### src/rtl/overlay_defs.svh
// Constants for the configuration-overlay identify handler and its host end.
// Assumes it is included by bare name from the rtl files.
`ifndef OVERLAY_DEFS_SVH
`define OVERLAY_DEFS_SVH
// Taskfile register addresses on the link (3-bit register select)
`define TF_DATA 3'h0
`define TF_FEATURE 3'h1
`define TF_COUNT 3'h2
`define TF_BLOCK 3'h3
`define TF_TRK_LO 3'h4
`define TF_TRK_HI 3'h5
`define TF_UNIT 3'h6
`define TF_CMD 3'h7
// Command and feature codes
`define OPC_OVERLAY 8'hB1
`define FEAT_RESTORE 8'hC0
`define FEAT_FREEZE 8'hC1
`define FEAT_IDENTIFY 8'hC2
`define FEAT_SET 8'hC3
// Status bit positions
`define ST_BUSY 7
`define ST_READY 6
`define ST_FAULT 5
`define ST_DREQ 3
`define ST_ERR 0
`define ST_RESET 8'h40
`define ER_ABORT 2
`define UNIT_SEL_BIT 4
// Structure layout
`define STRUCT_REV 16'h0001
`define SIGNATURE 8'hA5
`define LAST_WORD 8'hFF
`define W_MDMA 8'h01
`define W_UDMA 8'h02
`define W_LBA0 8'h03
`define W_LBA3 8'h06
`define W_FEAT 8'h07
`define MDMA_MASK 16'h0007
`define UDMA_MASK 16'h003F
`define FEAT_MASK 16'h01FF
// Host controller Avalon register offsets (byte addresses)
`define HR_CTRL 4'h0
`define HR_STATUS 4'h4
`define HR_IRQ_STAT 4'h8
`define HR_IRQ_MASK 4'hC
`endif

### src/rtl/overlay_pkg.sv
// Types shared by the overlay identify device and host ends.
// Assumes nothing beyond a SystemVerilog compiler.
`default_nettype none
package overlay_pkg;
   typedef enum logic [1:0] {
      DEV_IDLE = 2'b00, // Waiting for a command
      DEV_SEND = 2'b01, // Streaming structure words
      DEV_DONE = 2'b10 // Completion posting
   } dev_state_t;
   typedef enum logic [2:0] {
      H_IDLE = 3'b000, // Waiting for a software start
      H_FEAT = 3'b001, // Writing feature selector
      H_UNIT = 3'b010, // Writing unit select
      H_CMD = 3'b011, // Writing opcode
      H_POLL = 3'b100, // Reading status
      H_READ = 3'b101, // Reading data words
      H_FIN = 3'b110 // Posting result
   } host_state_t;
endpackage
`default_nettype wire

### src/rtl/tf_link_if.sv
// Parallel taskfile link between host adapter and device.
// Assumes both ends share one clock; transfers are single-cycle strobes.
`timescale 1ns/1ps
`default_nettype none
interface tf_link_if;
   logic [2:0] addr; // Register select
   logic wr; // Host write strobe
   logic rd; // Host read strobe, data back next cycle
   logic [15:0] wdata; // Host write data
   logic [15:0] rdata; // Device read data
   logic rvalid; // Device read data valid pulse
   modport host (output addr, wr, rd, wdata, input rdata, rvalid);
   modport device (input addr, wr, rd, wdata, output rdata, rvalid);
endinterface
`default_nettype wire

### src/rtl/overlay_host.sv
// Host end: Avalon-MM slave for software, drives identify over the taskfile link.
// Assumes the device answers each read strobe on the next cycle.
`timescale 1ns/1ps
`default_nettype none
`include "overlay_defs.svh"
module overlay_host
   import overlay_pkg::*;
(
   input wire logic CLK_SYS,
   input wire logic RST,
   input wire logic CE,
   input wire logic [3:0] AVS_ADDRESS,
   input wire logic AVS_READ,
   input wire logic AVS_WRITE,
   input wire logic [31:0] AVS_WRITEDATA,
   output logic [31:0] AVS_READDATA,
   output logic AVS_WAITREQUEST,
   output logic IRQ,
   tf_link_if.host link
);
   host_state_t state, next_state;
   logic [7:0] unit_bit, next_unit_bit; // Device select for next command
   logic [7:0] stat, next_stat; // Last device status
   logic [7:0] sum, next_sum; // Byte sum of received block
   logic [8:0] cnt, next_cnt; // Words received
   logic [1:0] irqs, next_irqs; // Done, bad-checksum sticky bits
   logic [1:0] mask, next_mask;
   logic [2:0] addr, next_addr;
   logic wr, next_wr, rd, next_rd, pend, next_pend;
   logic [15:0] wdata, next_wdata;
   logic [31:0] rdat, next_rdat;
   logic wait_r, next_wait, irq_r, next_irq;

   assign link.addr = addr;
   assign link.wr = wr;
   assign link.rd = rd;
   assign link.wdata = wdata;
   assign AVS_READDATA = rdat;
   assign AVS_WAITREQUEST = wait_r;
   assign IRQ = irq_r;

   // Sequencer and bus slave next values
   always_comb begin
      next_state = state;
      next_unit_bit = unit_bit;
      next_stat = stat;
      next_sum = sum;
      next_cnt = cnt;
      next_irqs = irqs;
      next_mask = mask;
      next_addr = addr;
      next_wr = 1'b0;
      next_rd = 1'b0;
      next_pend = 1'b0;
      next_wdata = wdata;
      next_rdat = rdat;
      // Slave answers on the second cycle: waitrequest high then low
      next_wait = 1'b1;
      if ((AVS_READ || AVS_WRITE) && wait_r) begin
         next_wait = 1'b0;
         if (AVS_WRITE && AVS_ADDRESS == `HR_CTRL) begin
            next_unit_bit = {3'h0, AVS_WRITEDATA[1], 4'h0};
            if (AVS_WRITEDATA[0] && state == H_IDLE) begin
               next_state = H_FEAT;
            end
         end
         if (AVS_WRITE && AVS_ADDRESS == `HR_IRQ_MASK) begin
            next_mask = AVS_WRITEDATA[1:0];
         end
         case (AVS_ADDRESS)
            `HR_CTRL: next_rdat = {30'h0, unit_bit[`UNIT_SEL_BIT], state == H_IDLE ? 1'b0 : 1'b1};
            `HR_STATUS: next_rdat = {15'h0, cnt, stat};
            `HR_IRQ_STAT: next_rdat = {30'h0, irqs};
            `HR_IRQ_MASK: next_rdat = {30'h0, mask};
            default: next_rdat = 32'h0;
         endcase
      end else if (AVS_READ || AVS_WRITE) begin
         next_wait = 1'b1;
      end
      // Registers loaded before the opcode write
      case (state)
         H_IDLE: ;
         H_FEAT: begin
            next_addr = `TF_FEATURE;
            next_wdata = {8'h00, `FEAT_IDENTIFY};
            next_wr = 1'b1;
            next_state = H_UNIT;
         end
         H_UNIT: begin
            next_addr = `TF_UNIT;
            next_wdata = {8'h00, unit_bit};
            next_wr = 1'b1;
            next_state = H_CMD;
         end
         H_CMD: begin
            next_addr = `TF_CMD;
            next_wdata = {8'h00, `OPC_OVERLAY};
            next_wr = 1'b1;
            next_sum = 8'h00;
            next_cnt = 9'h000;
            next_state = H_POLL;
         end
         H_POLL: begin
            if (!rd && !pend) begin
               next_addr = `TF_CMD;
               next_rd = 1'b1;
            end else begin
               next_pend = rd;
            end
            if (link.rvalid) begin
               next_stat = link.rdata[7:0];
               if (link.rdata[`ST_DREQ]) begin
                  next_state = H_READ;
               end else if (!link.rdata[`ST_BUSY] && link.rdata[`ST_READY]) begin
                  next_state = H_FIN;
               end
            end
         end
         H_READ: begin
            if (!rd && !pend) begin
               next_addr = `TF_DATA;
               next_rd = 1'b1;
            end else begin
               next_pend = rd;
            end
            if (link.rvalid) begin
               next_sum = 8'(sum + link.rdata[7:0] + link.rdata[15:8]);
               next_cnt = 9'(cnt + 9'h001);
               if (cnt == {1'b0, `LAST_WORD}) begin
                  next_state = H_POLL;
               end
            end
         end
         H_FIN: begin
            next_irqs[0] = 1'b1;
            if (cnt != 9'h000 && sum != 8'h00) begin
               next_irqs[1] = 1'b1;
            end
            next_state = H_IDLE;
         end
         default: next_state = H_IDLE;
      endcase
      // Write-one-to-clear; a same-cycle set wins
      if (AVS_WRITE && wait_r && AVS_ADDRESS == `HR_IRQ_STAT) begin
         next_irqs = next_irqs & ~(AVS_WRITEDATA[1:0] & irqs);
         if (state == H_FIN) begin
            next_irqs[0] = 1'b1;
            next_irqs[1] = next_irqs[1] | (cnt != 9'h000 && sum != 8'h00);
         end
      end
      next_irq = |(next_irqs & next_mask);
   end

   // Register stage
   always_ff @(posedge CLK_SYS) begin
      if (RST) begin
         state <= H_IDLE;
         unit_bit <= 8'h00;
         stat <= 8'h00;
         sum <= 8'h00;
         cnt <= 9'h000;
         irqs <= 2'h0;
         mask <= 2'h0;
         addr <= 3'h0;
         wr <= 1'b0;
         rd <= 1'b0;
         pend <= 1'b0;
         wdata <= 16'h0000;
         rdat <= 32'h0;
         wait_r <= 1'b1;
         irq_r <= 1'b0;
      end else if (CE) begin
         state <= next_state;
         unit_bit <= next_unit_bit;
         stat <= next_stat;
         sum <= next_sum;
         cnt <= next_cnt;
         irqs <= next_irqs;
         mask <= next_mask;
         addr <= next_addr;
         wr <= next_wr;
         rd <= next_rd;
         pend <= next_pend;
         wdata <= next_wdata;
         rdat <= next_rdat;
         wait_r <= next_wait;
         irq_r <= next_irq;
      end
   end
endmodule // overlay_host
`default_nettype wire

### src/flat_wrapper.sv
// flat-port wrapper written by rule: the top's interface ports become plain ports
module overlay_host_flat import overlay_pkg::*;
  (CLK_SYS, RST, CE, AVS_ADDRESS, AVS_READ, AVS_WRITE, AVS_WRITEDATA, AVS_READDATA, AVS_WAITREQUEST, IRQ, link_addr, link_wr, link_rd, link_wdata, link_rdata, link_rvalid);
  tf_link_if link_i ();
  input wire logic CLK_SYS;
  input wire logic RST;
  input wire logic CE;
  input wire logic [3:0] AVS_ADDRESS;
  input wire logic AVS_READ;
  input wire logic AVS_WRITE;
  input wire logic [31:0] AVS_WRITEDATA;
  output logic [31:0] AVS_READDATA;
  output logic AVS_WAITREQUEST;
  output logic IRQ;
  output wire logic [$bits(link_i.addr)-1:0] link_addr;
  output wire logic [$bits(link_i.wr)-1:0] link_wr;
  output wire logic [$bits(link_i.rd)-1:0] link_rd;
  output wire logic [$bits(link_i.wdata)-1:0] link_wdata;
  input wire logic [$bits(link_i.rdata)-1:0] link_rdata;
  input wire logic [$bits(link_i.rvalid)-1:0] link_rvalid;
  assign link_addr = link_i.addr;
  assign link_wr = link_i.wr;
  assign link_rd = link_i.rd;
  assign link_wdata = link_i.wdata;
  assign link_i.rdata = link_rdata;
  assign link_i.rvalid = link_rvalid;
  overlay_host u_core (.CLK_SYS(CLK_SYS), .RST(RST), .CE(CE), .AVS_ADDRESS(AVS_ADDRESS), .AVS_READ(AVS_READ), .AVS_WRITE(AVS_WRITE), .AVS_WRITEDATA(AVS_WRITEDATA), .AVS_READDATA(AVS_READDATA), .AVS_WAITREQUEST(AVS_WAITREQUEST), .IRQ(IRQ), .link(link_i));
endmodule
### config.mk
export PLATFORM = sky130hd
export DESIGN_NAME = overlay_host_flat
export DESIGN_NICKNAME = d
export VERILOG_FILES = /design/src/rtl/overlay_pkg.sv /design/src/rtl/tf_link_if.sv /design/src/rtl/overlay_host.sv /design/src/flat_wrapper.sv
export VERILOG_INCLUDE_DIRS = /design/src /design/src/rtl
export SDC_FILE = /design/constraint.sdc
export NUM_CORES = 1
export LEC_CHECK = 0
export BUFFER_PORTS_ARGS = -buffer_cell sky130_fd_sc_hd__clkbuf_2
export CAP_MARGIN = 30
export CORE_MARGIN = 10
export CORE_UTILIZATION = 40
export DETAILED_ROUTE_END_ITERATION = 10
export GPL_TIMING_DRIVEN = 0
export PLACE_DENSITY = 0.7
export SLEW_MARGIN = 40
export SYNTH_ARGS = -nofsm -noshare
export SYNTH_HDL_FRONTEND = slang
export SYNTH_SLANG_ARGS = --single-unit
### constraint.sdc
create_clock -name CLK_SYS -period 3.5 [get_ports CLK_SYS]
set_input_delay 0.7 -clock CLK_SYS [delete_from_list [all_inputs] [get_ports CLK_SYS]]
set_output_delay 0.7 -clock CLK_SYS [all_outputs]
set_load 0.02 [all_outputs]
==> results.sh, run 1 <==
export IMPL_status="finished, final reports clean"
export IMPL_tns_ns=0
export IMPL_path_buf_inv=2
export IMPL_cp_cell_sequence="clkbuf_2, fa_1, ha_1, inv_1, fa_1, nor2b_1, o21ai_0, a211o_1, a21oi_1"
export IMPL_final_cell_mix="61 x dfxtp_1, 56 x clkbuf_2, 52 x nor2_1, 29 x buf_4, 25 x conb_1"
export IMPL_dr_pass1_iters=5
export IMPL_path_delay_family="adder cells"
export IMPL_finClkSkew_ns=0.00939
export IMPL_syn_avg_cell_area_sq_um=9.01
export IMPL_fin_crit_ns=2.41
export IMPL_finalSetupViolCount=0
export IMPL_max_slew_margin=0.427
export IMPL_required_ns=3.77
export IMPL_grt_pass1_wl_mm=14.3
export IMPL_fillCellCount=772
export IMPL_synth_edf_count=0
export IMPL_die_area_sq_um=12200
export IMPL_via_count=2868
export IMPL_gp_congestion=0.858
export IMPL_synth_flop_cell="dfxtp_1"
export IMPL_dpl_worst_slack_ns=0.747
export IMPL_clkSinkCount=61
export IMPL_critPathKind="in2reg"
export IMPL_ctsHtreeMaxLevel=3
export IMPL_finalNetCount=528
export IMPL_yosysWarningCount=0
export IMPL_io_pins=113
export IMPL_synth_top_area_share=0.374
export IMPL_postCtsSetupBuffers=0
export IMPL_routed_wl_mm=8.62
export IMPL_grt_max_degree=11
export IMPL_netlist_area_sq_um=3270
export IMPL_cpMostUsedCell="fa_1"
export IMPL_drc=0
export IMPL_cts_tree="yes"
export IMPL_routedWlPerCell_um=15.4
export IMPL_slew_violations=0
export IMPL_coreArea_sq_um=7850
export IMPL_worstHoldPathType="reg2reg"
export IMPL_rsz0062_at_grt="no"
export IMPL_tightest_slew_ns=0.856
export IMPL_drv_cap=0
export IMPL_antenna_left=0
export IMPL_drt_iter0_drc=165
export IMPL_clock_path_buffers=2
export IMPL_ir_worst_vdd_v=0.000206
export IMPL_io_buffers=55
export IMPL_routed_via_density=5.12
export IMPL_initial_utilization=0.417
export IMPL_async_flop_share=0
export IMPL_numCtsBuffers=9
export IMPL_fin_crit_sh=0.689
export IMPL_yosys_cell_types_count=58
export IMPL_grtUsageTotal=0.139
export IMPL_cts_hold_buffers_added=0
export IMPL_antenna_cells=0
export IMPL_fmax_mhz=415
export IMPL_ys_seq_area_frac=0.374
export IMPL_holdCritStartpoint="u_core.link.wdata[4]$_SDFFE_PP0P_"
export IMPL_synthCells=363
export IMPL_area_growth_pct=21.4
export IMPL_synth_largest_area_cell="dfxtp_1"
export IMPL_p_leak_uw=0.00172
export IMPL_slowest_stage="fa_1"
export IMPL_power_density_nw_per_um2=412
export IMPL_clkTransAtPathRegs_ns=0.07
export IMPL_drive_gt1_frac=0.247
export IMPL_arrival_ns=2.68
export IMPL_clkLatencyLatePin_ns=0.34
export IMPL_cp_max_fo=3
export IMPL_grt_pass1_vias=2905
export IMPL_ys_ff_latch=61
export IMPL_die_x_um=110
export IMPL_rows=32
export IMPL_layout_setup_ws_ns=1.09
export IMPL_slowest_delay_ns=0.53
export IMPL_antenna_found_initial=0
export IMPL_cts_resized=0
export IMPL_endpoint_kind="register"
export IMPL_clockRootBuffer="clkbuf_8"
export IMPL_gr_total_overflow=0
export IMPL_ff_latch_area_sq_um=1220
export IMPL_finalHoldViolCount=0
export IMPL_start_kind="input pin"
export IMPL_mostFrequentLayoutCell="dfxtp_1"
export IMPL_worstSetupStartpoint="link_rdata[1]"
export IMPL_worstReg2RegStart="u_core.sum[1]$_SDFFE_PP0P_"
export IMPL_die_y_um=110
export IMPL_multi_input_area_sq_um=1800
export IMPL_synthTopCellsByArea="dfxtp_1 37%, buf_4 6.7%, nor2_1 6.0%, fa_1 4.9%, a22oi_1 4.6%"
export IMPL_hpwl_mm=6.74
-- stage by stage --
step / hold WS (ns) / power [uW] / utilization / std cells / area, sq um
3_3_place_gp: 0.443 / 969 / 0.479 / 544 / 3760
4_1_cts: 0.464 / 1640 / 0.506 / 560 / 3970
5_1_grt: 0.488 / 1700 / 0.506 / 560 / 3970
3_5_place_dp: 0.454 / 974 / 0.479 / 544 / 3760
2_1_floorplan: 0.441 / 906 / - / 387 / 3360
6_report: 0.460 / 1630 / 0.506 / 560 / 3970
-- cells by family after synthesis --
| family | count (synthesis) | synth area share |
|---|---|---|
| compound gates | 78 | 0.166 |
| xor+xnor | 7 | 0.0188 |
| fa+ha+maj | 17 | 0.0834 |
| buf+inv | 59 | 0.103 |
| flops | 61 | 0.374 |
| mux | 16 | 0.0566 |
| other cells | 1 | 0.00115 |
| simple gates | 124 | 0.197 |
-- synthesized netlist by cell type, types with 5 or more instances --
library cell / n
clkbuf_1: 13
a211oi_1: 7
nor2_1: 52
buf_4: 29
xnor2_1: 7
mux2i_1: 14
a21oi_1: 17
dfxtp_1: 61
inv_1: 11
o21ai_0: 6
fa_1: 8
nand3_1: 10
ha_1: 9
nand2_1: 20
nor3_1: 5
a22oi_1: 20
-- cell type report --
cell class	instances	area share
multi-input combinational	267	0.454
sequential	61	0.308
buffer	48	0.0744
timing repair buffer	55	0.0694
clock buffer	11	0.0331
tap	102	0.0322
clock inverter	5	0.0189
inverter	11	0.0104
-- worst paths after layout --
path,cells past startpoint,end,slack [ns]
setup reg to reg,8,u_core.sum[5]$_SDFFE_PP0P_,1.27
hold / removal,2,u_core.link.wdata[4]$_SDFFE_PP0P_,0.46
hold reg to reg,2,u_core.link.wdata[4]$_SDFFE_PP0P_,0.46
setup / recovery,9,u_core.sum[5]$_SDFFE_PP0P_,1.09
-- flip-flops by register name, summed over array words and instances (netlist names), 2 cells and up --
register	flops
u_core.AVS_READDATA	17
u_core.link.wdata	4
u_core.irqs	2
u_core.stat	8
u_core.state	3
u_core.cnt	9
u_core.link.addr	2
u_core.sum	8
u_core.mask	2
-- worst reg2reg max path, cell delays in order (launching register included) --
cell and delay [ns]:
dfxtp_1 0.34, fa_1 0.49, ha_1 0.19, inv_1 0.06, fa_1 0.42, nor2b_1 0.17, o21ai_0 0.10, a211o_1 0.26
a21oi_1 0.15
-- where the power goes --
group / internal, uW / switching, uW
registers: 705 / 7.55
clock network: 398 / 274
logic: 98.5 / 152
total: 1200 / 433
-- per-layer routing --
layer / vias to the layer above / routed length [um] / track usage / part of all wire
li1: 1429 / - / - / -
met1: 1331 / 3810 / 0.168 / 0.44
met3: 19 / 618 / 0.0475 / 0.072
met5: - / 0 / 0 / 0
met2: 89 / 4000 / 0.215 / 0.46
met4: 0 / 192 / 0.0691 / 0.022
Note: power is estimated with default switching activity, not from simulation.
==> run 2, diff against run 1 <==
--- a/config.mk
+++ b/config.mk
@@ -6,6 +6,7 @@
 export SDC_FILE = /design/constraint.sdc
 export NUM_CORES = 1
 export LEC_CHECK = 0
+export ABC_AREA = 1
 export BUFFER_PORTS_ARGS = -buffer_cell sky130_fd_sc_hd__clkbuf_2
 export CAP_MARGIN = 30
 export CORE_MARGIN = 10
==> constraint.sdc (replaced) <==
create_clock -name CLK_SYS -period 2.4 [get_ports CLK_SYS]
set_input_delay 0.48 -clock CLK_SYS [delete_from_list [all_inputs] [get_ports CLK_SYS]]
set_output_delay 0.48 -clock CLK_SYS [all_outputs]
set_load 0.02 [all_outputs]
==> results.sh, run 2 <==
export IMPL_p_leak_uw=0.00201
export IMPL_cp_endpoint="u_core.sum[7]$_SDFFE_PP0P_"
export IMPL_status="finished, final reports clean"
export IMPL_ctsHtreeMaxLevel=3
export IMPL_max_slew_margin=0.616
export IMPL_synth_top_area_share=0.362
export IMPL_largest_register_ffs=17
export IMPL_finalNetCount=641
export IMPL_yosysWarningCount=0
export IMPL_coreArea_sq_um=8220
export IMPL_required_ns=2.60
export IMPL_fin_crit_ns=2.11
export IMPL_synth_edf_count=0
export IMPL_gr_total_overflow=0
export IMPL_synth_most_common_cell="nand2_1"
export IMPL_routed_wl_mm=8.83
export IMPL_clkLatencyLatePin_ns=0.34
export IMPL_hold_ws_ns=0.460
export IMPL_finalHoldViolCount=0
export IMPL_antenna_found_initial=0
export IMPL_p_sw_uw=622
export IMPL_cp_max_fo=4
export IMPL_slew_violations=0
export IMPL_cts_resized=0
export IMPL_rows=33
export IMPL_drt_iter0_drc=183
export IMPL_p_comb_frac=0.154
export IMPL_clockRootBuffer="clkbuf_8"
export IMPL_async_flop_share=0
export IMPL_dr_pass1_iters=4
export IMPL_ir_worst_vdd_v=0.000360
export IMPL_worstReg2RegStart="u_core.sum[1]$_SDFFE_PP0P_"
export IMPL_clkTransAtPathRegs_ns=0.06
export IMPL_synth_flop_cell="dfxtp_1"
export IMPL_critPathKind="reg2reg"
export IMPL_drc=0
export IMPL_ff2ff_setup_slack_ns=0.29
export IMPL_dpl_worst_slack_ns=-0.0299
export IMPL_grt_busiest_layer="met2"
export IMPL_synth_largest_area_cell="dfxtp_1"
export IMPL_die_area_sq_um=12500
export IMPL_synthTopCellsByArea="dfxtp_1 36%, nand2_1 12%, buf_4 6.9%, a21oi_1 6.8%, inv_1 6.1%"
export IMPL_routedWlPerCell_um=13.1
export IMPL_final_cell_mix="105 x nand2_1, 61 x dfxtp_1, 57 x clkbuf_2, 55 x inv_1, 50 x nor2_1"
export IMPL_start_kind="register"
export IMPL_drive_gt1_frac=0.200
export IMPL_fmax_mhz=474
export IMPL_routed_via_density=4.81
export IMPL_clkSinkCount=61
export IMPL_cellInternalPower_uw=1710
export IMPL_ys_ff_latch=61
export IMPL_area_growth_pct=20.9
export IMPL_fillCellCount=809
export IMPL_postCtsSetupBuffers=0
export IMPL_die_y_um=112
export IMPL_hpwl_mm=7.12
export IMPL_postPlaceCellArea_sq_um=3880
export IMPL_tightest_slew_ns=0.576
export IMPL_io_pins=113
export IMPL_clockPowerShare=0.398
export IMPL_rsz0062_at_grt="no"
export IMPL_grtUsageMet3=0.0376
export IMPL_drv_cap=0
export IMPL_arrival_ns=2.31
export IMPL_grtUsageMet2=0.232
export IMPL_initial_utilization=0.411
export IMPL_grtUsageTotal=0.141
export IMPL_fin_area_sq_um=4080
export IMPL_worstSetupStartpoint="u_core.sum[1]$_SDFFE_PP0P_"
export IMPL_seq_power_share=0.448
export IMPL_sw_frac_of_total=0.267
export IMPL_worstHoldPathType="in2reg"
export IMPL_reg2reg_depth=10
export IMPL_use_met1=0.166
export IMPL_mostFrequentLayoutCell="nand2_1"
export IMPL_die_x_um=112
export IMPL_cts_hold_buffers_added=0
export IMPL_worstReg2RegEnd="u_core.sum[7]$_SDFFE_PP0P_"
export IMPL_grt_pass1_wl_mm=14.8
export IMPL_endpoint_kind="register"
export IMPL_finalSetupViolCount=0
export IMPL_grt_pass1_vias=3168
export IMPL_ys_seq_area_frac=0.362
export IMPL_layout_setup_ws_ns=0.291
export IMPL_fin_crit_sh=0.879
export IMPL_grt_max_degree=11
export IMPL_netlist_area_sq_um=3370
export IMPL_power_density_nw_per_um2=572
export IMPL_syn_avg_cell_area_sq_um=7.12
export IMPL_cts_tree="yes"
export IMPL_clock_path_buffers=2
export IMPL_numCtsBuffers=9
export IMPL_antenna_left=0
export IMPL_finClkSkew_ns=0.00863
export IMPL_synthCells=474
export IMPL_antenna_cells=0
export IMPL_synthTopCellsByCount="105 x nand2_1, 61 x dfxtp_1, 55 x inv_1"
export IMPL_io_buffers=57
export IMPL_yosys_cell_types_count=29
export IMPL_gp_congestion=0.888
export IMPL_via_count=3243
-- run 2: changes by cell type after synthesis, moves of 6 or more --
cell and delta:
nand2_1 +85, inv_1 +44, a21oi_1 +29, nand3_1 +17, o21ai_0 +16, mux2i_1 -14
a211oi_1 -6, clkbuf_1 -6, xnor2_1 -6
-- run 2: critical path, stage by stage, from the launching register on --
cell     delay [ns]
dfxtp_1        0.33
fa_1           0.49
ha_1           0.19
inv_1          0.06
fa_1           0.40
inv_1          0.12
nand3_1        0.11
nand3_1        0.08
nand2_1        0.05
nand3_1        0.08
a21oi_1        0.06
-- run 2: final cells by class --
type	count	area (sq um)	area share
multi-input combinational	338	1750	0.429
sequential	61	1220	0.299
timing repair buffer	57	285	0.0699
buffer	41	274	0.0672
inverter	58	218	0.0534
clock buffer	13	169	0.0414
tap	105	131	0.0322
clock inverter	1	30.0	0.00736
-- run 2: layer usage --
| metal | vias to the layer above | routed length (um) |
|---|---|---|
| met5 | - | 0 |
| met4 | 0 | 185 |
| met3 | 15 | 573 |
| met2 | 97 | 4200 |
| met1 | 1453 | 3880 |
| li1 | 1678 | - |
-- run 2: worst min path at each step --
stage | startpoint | endpoint | slack, ns | depth (start not counted)
floorplan | u_core.stat[2]$_SDFFE_PP0P_ | u_core.stat[2]$_SDFFE_PP0P_ | 0.44 | 2
CTS | link_rdata[1] | u_core.stat[1]$_SDFFE_PP0P_ | 0.46 | 3
global placement | u_core.stat[5]$_SDFFE_PP0P_ | u_core.stat[5]$_SDFFE_PP0P_ | 0.45 | 2
detailed placement | u_core.stat[4]$_SDFFE_PP0P_ | u_core.stat[4]$_SDFFE_PP0P_ | 0.45 | 2
finish | link_rdata[1] | u_core.stat[1]$_SDFFE_PP0P_ | 0.46 | 3
global route | link_rdata[0] | u_core.stat[0]$_SDFFE_PP0P_ | 0.46 | 3
-- run 2: cell families after synthesis --
group / synth area share
AO/OA/AOI/OAI: 0.146
XOR/XNOR: 0.00260
adder cells (fa/ha/maj): 0.0808
buffers and inverters: 0.146
flip-flops: 0.362
other: 0.00111
AND/OR/NAND/NOR: 0.261
-- run 2: stage by stage --
| step | power (uW) | util | setup TNS [ns] | cells |
|---|---|---|---|---|
| CTS | 2340 | 0.497 | 0 | 674 |
| global placement | 1420 | 0.472 | 0 | 660 |
| global route | 2440 | 0.497 | 0 | 674 |
| detailed placement | 1420 | 0.472 | -0.0299 | 660 |
| floorplan | 1320 | - | 0 | 498 |
| finish | 2330 | 0.497 | 0 | 674 |
-- run 2: power groups by stage --
stage          Combinational (uW)  Sequential, uW  Clock [uW]
2_1_floorplan                 243            1080           0
3_3_place_gp                  347            1070           0
3_5_place_dp                  355            1070           0
4_1_cts                       357            1050         938
5_1_grt                       409            1050         986
6_report                      359            1050         929
